## config.mk

```make
export PLATFORM = sky130hd
export DESIGN_NAME = umd_decoder
export DESIGN_NICKNAME = d
export VERILOG_FILES = /design/src/verilog/umd_pkg.sv /design/src/verilog/umd_decoder.sv
export VERILOG_INCLUDE_DIRS = /design/src /design/src/verilog
export SDC_FILE = /design/constraint.sdc
export NUM_CORES = 1
export LEC_CHECK = 0
export ABC_AREA = 1
export BUFFER_PORTS_ARGS = -buffer_cell sky130_fd_sc_hd__buf_2
export CAP_MARGIN = 40
export CORE_MARGIN = 2
export CORE_UTILIZATION = 40
export CTS_CLUSTER_DIAMETER = 60
export DETAILED_ROUTE_END_ITERATION = 12
export PLACE_DENSITY_LB_ADDON = 0.3
export RECOVER_POWER = 25
export SLEW_MARGIN = 0
export SYNTH_ARGS = -nofsm -noshare
export SYNTH_HDL_FRONTEND = slang
export SYNTH_SLANG_ARGS = --single-unit
```

## constraint.sdc

```tcl
create_clock -name mclk_i -period 2.44 [get_ports mclk_i]
set_input_delay 0.366 -clock mclk_i [delete_from_list [all_inputs] [get_ports mclk_i]]
set_output_delay 0.366 -clock mclk_i [all_outputs]
set_load 0.05 [all_outputs]
```

## src/verilog/umd_cfg.svh

```systemverilog
`ifndef UMD_CFG_SVH
`define UMD_CFG_SVH
`define UMD_FLASH_END_8K    16'h1fff
`define UMD_FLASH_END_16K   16'h3fff
`define UMD_FLASH_END_32K   16'h7fff
`define UMD_SRAM_BASE       16'hf000
`define UMD_SRAM_HOLE_1K    16'hf300
`define UMD_SRAM_HOLE_2K    16'hf700
`define UMD_SRAM_HOLE_END   16'hfeff
`define UMD_VOLATILE_LO     16'hfda2
`define UMD_VOLATILE_HI     16'hfeff
`define UMD_IDATA_BASE      16'hff00
`define UMD_RADIO_LO        16'hdf00
`define UMD_RADIO_HI        16'hdf3d
`define UMD_AUDIO_LO        16'hdf40
`define UMD_AUDIO_HI        16'hdf48
`define UMD_SREG_LO         16'hdf80
`define UMD_SREG_HI         16'hdfff
`define UMD_USB_LO          16'hde00
`define UMD_USB_HI          16'hde3f
`define UMD_BANK_TOP        8'h2f
`define UMD_BIT_LO          8'h20
`define UMD_BIT_HI          8'h2f
`define UMD_UPPER_IDATA     8'h80
`define UMD_BITSEL_MASK     8'h07
`endif

```

## src/verilog/umd_pkg.sv

```systemverilog
package umd_pkg;
	typedef enum logic [2:0] {
		UMD_T_NONE,
		UMD_T_FLASH,
		UMD_T_SRAM,
		UMD_T_IDATA,
		UMD_T_RADIO,
		UMD_T_AUDIO,
		UMD_T_SREG,
		UMD_T_USB
	} umd_target_t;

	typedef struct packed {
		logic        req;
		logic        we;
		logic        fetch;
		logic [15:0] addr;
	} umd_req_t;

	typedef enum logic [1:0] {
		UMD_PM_ACTIVE,
		UMD_PM_ONE,
		UMD_PM_TWO,
		UMD_PM_THREE
	} umd_pmode_t;

	typedef enum {
		UMD_S_RUN,
		UMD_S_SLEEP
	} umd_state_t;

	typedef struct packed {
		logic        sel_flash;
		logic        sel_sram;
		logic        sel_idata;
		logic        sel_radio;
		logic        sel_audio;
		logic        sel_sreg;
		logic        sel_usb;
		logic        we;
		logic        cache_fetch;
		logic        flash_fetch;
		logic        dma_grant;
		logic        unmapped;
		logic [15:0] addr;
		logic        wipe_volatile;
		logic        sleep;
	} umd_regs_t;
endpackage
```

## src/verilog/umd_decoder.sv

```systemverilog
`timescale 1ns/1ps
`include "umd_cfg.svh"
module umd_decoder #(
	parameter int FLASH_KB = 32,
	parameter int SRAM_KB  = 4,
	parameter bit HAS_USB  = 1'b1
) (
	input  wire logic               mclk_i,
	input  wire logic               rst_i,
	input  wire umd_pkg::umd_req_t  cpu_req_i,
	input  wire umd_pkg::umd_req_t  dma_req_i,
	input  wire logic               cache_disable_i,
	input  wire umd_pkg::umd_pmode_t pmode_i,
	input  wire logic [7:0]         sreg_addr_i,
	input  wire logic               sreg_internal_i,
	input  wire logic [7:0]         idata_addr_i,
	input  wire logic               idata_indirect_i,
	output logic                    sel_flash_o,
	output logic                    sel_sram_o,
	output logic                    sel_idata_o,
	output logic                    sel_radio_o,
	output logic                    sel_audio_o,
	output logic                    sel_sreg_o,
	output logic                    sel_usb_o,
	output logic                    we_o,
	output logic                    cache_fetch_o,
	output logic                    flash_fetch_o,
	output logic                    dma_grant_o,
	output logic                    unmapped_o,
	output logic [15:0]             addr_o,
	output logic                    wipe_volatile_o,
	output logic                    sreg_bit_ok_o,
	output logic                    idata_bit_ok_o,
	output logic                    idata_ok_o,
	output logic                    idata_bank_o
);
	// ====================================================================
	// Decode of one request
	// ====================================================================
	localparam logic [15:0] FLASH_END = (FLASH_KB == 8) ? `UMD_FLASH_END_8K :
		(FLASH_KB == 16) ? `UMD_FLASH_END_16K : `UMD_FLASH_END_32K;
	localparam logic [15:0] SRAM_HOLE = (SRAM_KB == 1) ? `UMD_SRAM_HOLE_1K :
		(SRAM_KB == 2) ? `UMD_SRAM_HOLE_2K : `UMD_IDATA_BASE;

	typedef struct packed {
		umd_pkg::umd_regs_t  r;
		logic                sreg_bit;
		logic                idata_bit;
		logic                idata_ok;
		logic                idata_bank;
	} umd_all_t;

	umd_all_t          st_reg;
	umd_all_t          st_next;
	umd_pkg::umd_req_t win;
	umd_pkg::umd_state_t pstate;
	logic [15:0]       a;
	logic              dma_win;
	logic              deep;

	always_comb
	begin
		st_next = st_reg;
		// CPU has priority; DMA is granted only in free cycles
		dma_win = dma_req_i.req && !cpu_req_i.req;
		win     = dma_win ? dma_req_i : cpu_req_i;
		a       = win.addr;
		deep    = (pmode_i == umd_pkg::UMD_PM_TWO) ||
			(pmode_i == umd_pkg::UMD_PM_THREE);
		pstate  = deep ? umd_pkg::UMD_S_SLEEP : umd_pkg::UMD_S_RUN;
		st_next.r = '0;
		st_next.r.addr = a;
		st_next.r.dma_grant = dma_win;
		if (win.req && pstate == umd_pkg::UMD_S_RUN)
		begin
			// Same decode for fetch and data access
			if (a <= FLASH_END)
				st_next.r.sel_flash = 1'b1;
			else if (a >= `UMD_IDATA_BASE)
				st_next.r.sel_idata = 1'b1;
			else if (a >= `UMD_SRAM_BASE && a < SRAM_HOLE)
				st_next.r.sel_sram = 1'b1;
			else if (a >= `UMD_SRAM_BASE && SRAM_KB >= 4)
				st_next.r.sel_sram = 1'b1;
			else if (a >= `UMD_RADIO_LO && a <= `UMD_RADIO_HI)
				st_next.r.sel_radio = 1'b1;
			else if (a >= `UMD_AUDIO_LO && a <= `UMD_AUDIO_HI)
				st_next.r.sel_audio = 1'b1;
			else if (a >= `UMD_SREG_LO && a <= `UMD_SREG_HI)
			begin
				// CPU-internal registers stay out of the mirror
				if (sreg_internal_i)
					st_next.r.unmapped = 1'b1;
				else
					st_next.r.sel_sreg = 1'b1;
			end
			else if (HAS_USB && a >= `UMD_USB_LO && a <= `UMD_USB_HI)
				st_next.r.sel_usb = 1'b1;
			else
				st_next.r.unmapped = 1'b1;
			// Flash is never written through this path
			st_next.r.we = win.we && !(a <= FLASH_END);
			if (win.fetch && a <= FLASH_END)
			begin
				st_next.r.cache_fetch = !cache_disable_i;
				st_next.r.flash_fetch = cache_disable_i;
			end
		end
		st_next.r.sleep = deep;
		// Only the volatile window is wiped on entry; idata kept
		st_next.r.wipe_volatile = deep && !st_reg.r.sleep;
		st_next.sreg_bit = sreg_addr_i >= `UMD_UPPER_IDATA &&
			((sreg_addr_i & `UMD_BITSEL_MASK) == 8'h00);
		st_next.idata_bit = idata_addr_i >= `UMD_BIT_LO &&
			idata_addr_i <= `UMD_BIT_HI;
		st_next.idata_ok = idata_addr_i < `UMD_UPPER_IDATA ||
			idata_indirect_i;
		st_next.idata_bank = idata_addr_i <= `UMD_BANK_TOP;
	end

	always_ff @(posedge mclk_i)
	begin
		if (rst_i)
			st_reg <= '0;
		else
			st_reg <= st_next;
	end

	assign sel_flash_o     = st_reg.r.sel_flash;
	assign sel_sram_o      = st_reg.r.sel_sram;
	assign sel_idata_o     = st_reg.r.sel_idata;
	assign sel_radio_o     = st_reg.r.sel_radio;
	assign sel_audio_o     = st_reg.r.sel_audio;
	assign sel_sreg_o      = st_reg.r.sel_sreg;
	assign sel_usb_o       = st_reg.r.sel_usb;
	assign we_o            = st_reg.r.we;
	assign cache_fetch_o   = st_reg.r.cache_fetch;
	assign flash_fetch_o   = st_reg.r.flash_fetch;
	assign dma_grant_o     = st_reg.r.dma_grant;
	assign unmapped_o      = st_reg.r.unmapped;
	assign addr_o          = st_reg.r.addr;
	assign wipe_volatile_o = st_reg.r.wipe_volatile;
	assign sreg_bit_ok_o   = st_reg.sreg_bit;
	assign idata_bit_ok_o  = st_reg.idata_bit;
	assign idata_ok_o      = st_reg.idata_ok;
	assign idata_bank_o    = st_reg.idata_bank;

	// ====================================================================
	// Checks
	// ====================================================================
	property p_flash_dec;
		@(posedge mclk_i) disable iff (rst_i)
		(cpu_req_i.req && pmode_i == umd_pkg::UMD_PM_ACTIVE &&
			cpu_req_i.addr <= FLASH_END) |=> sel_flash_o;
	endproperty
	a_flash_dec: assert property (p_flash_dec) else $error("flash miss");

	property p_sram_dec;
		@(posedge mclk_i) disable iff (rst_i)
		sel_sram_o |-> addr_o >= `UMD_SRAM_BASE && addr_o < `UMD_IDATA_BASE;
	endproperty
	a_sram_dec: assert property (p_sram_dec) else $error("sram range");

	property p_wipe;
		@(posedge mclk_i) disable iff (rst_i)
		$rose(pmode_i == umd_pkg::UMD_PM_THREE ||
			pmode_i == umd_pkg::UMD_PM_TWO) |=> wipe_volatile_o;
	endproperty
	a_wipe: assert property (p_wipe) else $error("no wipe");

	property p_idata;
		@(posedge mclk_i) disable iff (rst_i)
		sel_idata_o |-> addr_o >= `UMD_IDATA_BASE;
	endproperty
	a_idata: assert property (p_idata) else $error("idata alias");

	property p_radio;
		@(posedge mclk_i) disable iff (rst_i)
		sel_radio_o |-> addr_o >= `UMD_RADIO_LO && addr_o <= `UMD_RADIO_HI;
	endproperty
	a_radio: assert property (p_radio) else $error("radio range");

	property p_audio;
		@(posedge mclk_i) disable iff (rst_i)
		sel_audio_o |-> addr_o >= `UMD_AUDIO_LO && addr_o <= `UMD_AUDIO_HI;
	endproperty
	a_audio: assert property (p_audio) else $error("audio range");

	property p_nowrite_flash;
		@(posedge mclk_i) disable iff (rst_i)
		sel_flash_o |-> !we_o;
	endproperty
	a_nowrite_flash: assert property (p_nowrite_flash)
		else $error("flash written");

	property p_onehot;
		@(posedge mclk_i) disable iff (rst_i)
		$onehot0({sel_flash_o, sel_sram_o, sel_idata_o, sel_radio_o,
			sel_audio_o, sel_sreg_o, sel_usb_o, unmapped_o});
	endproperty
	a_onehot: assert property (p_onehot) else $error("multi select");

	property p_cache;
		@(posedge mclk_i) disable iff (rst_i)
		cache_fetch_o |-> !$past(cache_disable_i) && sel_flash_o;
	endproperty
	a_cache: assert property (p_cache) else $error("cache bypass");

	property p_sreg_hidden;
		@(posedge mclk_i) disable iff (rst_i)
		sel_sreg_o |-> !$past(sreg_internal_i);
	endproperty
	a_sreg_hidden: assert property (p_sreg_hidden)
		else $error("internal register reached");

	property p_sreg_mirror;
		@(posedge mclk_i) disable iff (rst_i)
		(cpu_req_i.req && pmode_i == umd_pkg::UMD_PM_ACTIVE &&
			!sreg_internal_i && cpu_req_i.addr >= `UMD_SREG_LO &&
			cpu_req_i.addr <= `UMD_SREG_HI) |=> sel_sreg_o;
	endproperty
	a_sreg_mirror: assert property (p_sreg_mirror)
		else $error("mirror miss");

	property p_usb;
		@(posedge mclk_i) disable iff (rst_i)
		sel_usb_o |-> HAS_USB && addr_o >= `UMD_USB_LO &&
			addr_o <= `UMD_USB_HI;
	endproperty
	a_usb: assert property (p_usb)
		else $error("usb select");

	property p_unmapped;
		@(posedge mclk_i) disable iff (rst_i)
		unmapped_o |-> addr_o > FLASH_END && addr_o < `UMD_IDATA_BASE;
	endproperty
	a_unmapped: assert property (p_unmapped)
		else $error("unmapped range");

	property p_fetch_sram;
		@(posedge mclk_i) disable iff (rst_i)
		(cpu_req_i.req && cpu_req_i.fetch &&
			pmode_i == umd_pkg::UMD_PM_ACTIVE &&
			cpu_req_i.addr >= `UMD_SRAM_BASE &&
			cpu_req_i.addr < SRAM_HOLE) |=> sel_sram_o;
	endproperty
	a_fetch_sram: assert property (p_fetch_sram)
		else $error("fetch from sram");

	property p_dma_grant;
		@(posedge mclk_i) disable iff (rst_i)
		(dma_req_i.req && !cpu_req_i.req) |=>
			dma_grant_o && addr_o == $past(dma_req_i.addr);
	endproperty
	a_dma_grant: assert property (p_dma_grant)
		else $error("dma not granted");

	property p_cpu_first;
		@(posedge mclk_i) disable iff (rst_i)
		cpu_req_i.req |=>
			!dma_grant_o && addr_o == $past(cpu_req_i.addr);
	endproperty
	a_cpu_first: assert property (p_cpu_first)
		else $error("masters overlap");

	property p_indirect;
		@(posedge mclk_i) disable iff (rst_i)
		idata_ok_o |-> $past(idata_addr_i) < `UMD_UPPER_IDATA ||
			$past(idata_indirect_i);
	endproperty
	a_indirect: assert property (p_indirect)
		else $error("upper idata direct");

	property p_bank;
		@(posedge mclk_i) disable iff (rst_i)
		idata_bank_o |-> $past(idata_addr_i) <= `UMD_BANK_TOP;
	endproperty
	a_bank: assert property (p_bank)
		else $error("bank range");

	property p_bit;
		@(posedge mclk_i) disable iff (rst_i)
		idata_bit_ok_o |-> $past(idata_addr_i) >= `UMD_BIT_LO &&
			$past(idata_addr_i) <= `UMD_BIT_HI;
	endproperty
	a_bit: assert property (p_bit)
		else $error("bit area range");

	property p_sreg_bit;
		@(posedge mclk_i) disable iff (rst_i)
		sreg_bit_ok_o |-> $past(sreg_addr_i) >= `UMD_UPPER_IDATA &&
			($past(sreg_addr_i) & `UMD_BITSEL_MASK) == '0;
	endproperty
	a_sreg_bit: assert property (p_sreg_bit)
		else $error("register bit access");

	property p_flash_fetch;
		@(posedge mclk_i) disable iff (rst_i)
		flash_fetch_o |-> $past(cache_disable_i) && sel_flash_o;
	endproperty
	a_flash_fetch: assert property (p_flash_fetch)
		else $error("cache not bypassed");
endmodule // umd_decoder

```

==> out/results.txt <==
Later-pin clock latency in the skew report -> 0.28 ns
Count of inserted antenna diode cells -> 0
Slew Viols, Final -> 0
WS Path Type -> in -> reg
Actual transition at the worst max-transition pin -> 0.992 ns
Chip Width -> 69.7 microns
Post-synthesis async set-or-reset flop share -> 0
Final critical path time including I/O delays and setup -> 1.79 ns
Netlist area before placement -> 1730 sq um
TritonCTS clock tree -> yes
Wire length reported by the detailed router -> 3950 microns
Sum Neg Setup Slack -> 0 ns
Type of origin of the critical path -> primary input
Upper clock frequency limit -> 558 MHz
Setup repair after global routing missed its margin -> no
Remaining routing DRC violations -> 0
CP required -> 2.66 ns
Static leakage -> 0.00126 uW
Leading post-synthesis cells by cell area -> dfxtp_1 (39%), nand2_1 (17%), nor2_1 (9.6%)
Distinct cells, synth -> 23
Wire length of the first global-routing pass -> 6690 microns
H-tree depth reported by CTS -> 2
Dominant cell type by area after synthesis -> dfxtp_1
Area grow syn2layout -> 24.9%
Flip-flop count of the largest register after layout -> 16
Die height -> 69.7 microns
Final cycle utilization of the critical path -> 0.734
CTS buffer count -> 5
Number of cells in the finished layout apart from fillers -> 375
Cell with the most instances after synthesis -> nand2_1
I/O Buffers -> 84
Length in cells of the worst reg-to-reg path -> 1
HPWL Detailed -> 3190 microns
Worst-case register-to-register setup slack -> 1.89 ns
Final worst-path setup slack -> 0.649 ns
Total die area -> 4850 sq um
Final RePlAce weighted congestion -> 0.877
Cell Count Post-Placement -> 367
DRC violation total after the first TritonRoute iteration -> 99
Dominant register cell in the synthesized netlist -> dfxtp_1
Register with the most flip-flops -> addr_o
GRT Residual Overflow -> 0
Vias per Instance -> 4.51
# nets final -> 385
First-pass DRT Iterations -> 4
Share of layout cells above drive strength 1 -> 0.326
Status -> finished clean
Number of synthesized flops with an enable pin -> 0
Number of instances in the synthesized netlist -> 254
Final Hold Violating Endpoints -> 0
# setup viols final -> 0
Mean area per synthesized cell -> 6.79 sq um
P per Cell Area -> 629 nW/um^2
Worst min-delay path class -> in -> reg
Number of antenna violations at the first check in global routing -> 0
Num ports -> 94
Arrival time reported for the critical path endpoint -> 2.01 ns
Detailed-route wire length per cell -> 10.5 microns
Worst ir drop on vdd -> 0.000199 V
Number of nets with antenna violations after detailed routing -> 0
Fraction of synthesized cell area taken by the top area cell type -> 0.394
Buffers inserted during post-CTS setup optimization -> 0
Worst-case clock buffer depth -> 2
Clock-pin slew on the worst setup and hold paths -> 0.07 ns
Post-placement worst setup slack -> 0.487 ns
Number of clock sinks -> 34
Relative slew slack -> 0.339
Post-synthesis sequential element count -> 34
Initial Utilization -> 0.422
Layout Skew -> 0.00112 ns
Multi-input gate area -> 748 sq um
Hold path depth -> 2
Net count after synthesis -> 315
Clk root buf -> clkbuf_8
Area of the core region -> 4090 sq um
Vias in the first global route -> 1475
Pin count of the biggest net entering global routing -> 29
Number of buffers inserted by hold repair at cts -> 0
Number of maximum-capacitance constraint violations -> 0
Final Total Pwr -> 1360 uW
Crit path capture type -> register
Total number of yosys warnings -> 0
Total area of sequential cells -> 681 sq um
Layout filler cell count -> 419
Commonest cells in the synthesized netlist -> nand2_1 (77), nor2_1 (44), dfxtp_1 (34)
CTS resizes -> 0
Global-route usage over all layers -> 0.173
Largest driver fanout on the critical path -> 13
Sequential share of the synthesized area -> 0.394
Detailed-route via count -> 1691
Row cnt -> 23
==> stage by stage <==
stage                     utilization  hold WS, ns  instance area [sq um]
after floorplan                     -        0.373                   1730
after global placement          0.502        0.378                   2050
after detailed placement        0.502        0.392                   2050
after CTS                       0.528        0.225                   2160
after global routing            0.528        0.226                   2160
final                           0.528        0.236                   2160
==> worst max-delay path, stage by stage <==
cell and delay [ns]:
buf_2 0.25, inv_2 0.04, nor2_1 0.35, buf_4 0.25, nand2_1 0.06, nand2_1 0.10
nor2_1 0.06, nand2_1 0.11, nor2_1 0.05, nand2_1 0.06, nand2_1 0.05, nand2_1 0.08
nand3_2 0.08, nor2_1 0.09
==> layer usage <==
metal | wire (microns) | vias up | track usage
li1 | - | 892 | -
met3 | 335 | 4 | 0.0523
met5 | 0 | - | 0
met4 | 51 | 0 | 0.0662
met2 | 1940 | 60 | 0.279
met1 | 1620 | 735 | 0.217
==> layout by cell type, fill, tap and decap left out <==
master     n
buf_4      2
nor2_4     1
dfxtp_1   34
nand2_2    2
o21ai_1    2
nand2_1   77
nor3_2     2
nand3b_1   2
nand4_1    2
a21oi_1    6
nand3_2    1
nor3_1     5
inv_1     31
clkbuf_8   8
nand3_1   12
nand2_4    5
o21ai_0    2
nand3_4    1
nor2_1    45
buf_2     83
inv_2      1
clkbuf_1   1
==> cell families after synthesis <==
logic type | Yosys count | share of synthesized area
and+or+nand+nor | 155 | 0.406
DFF | 34 | 0.394
AOI/OAI and AO/OA | 10 | 0.0290
buffers and inverters | 55 | 0.170
==> power breakdown <==
group / total (uW) / switching, uW / internal [uW]
Combinational: 296 / 208 / 87.7
Clock: 474 / 190 / 285
Sequential: 586 / 5.27 / 581
==> layout make-up <==
class	instances	area share
Multi-Input combinational cell	165	0.347
Sequential cell	34	0.316
Timing Repair Buffer	86	0.201
Inverter	32	0.0557
Clock buffer	8	0.0511
Tap cell	50	0.0290
==> final timing paths <==
kind	from	end
setup / recovery	dma_req_i[18]	sel_sreg_o
hold / removal	sreg_addr_i[1]	sreg_bit_ok_o
setup reg to reg	st_reg[4]	wipe_volatile_o
hold reg to reg	st_reg[4]	wipe_volatile_o
No activity file was read; power rests on OpenSTA's default activity.
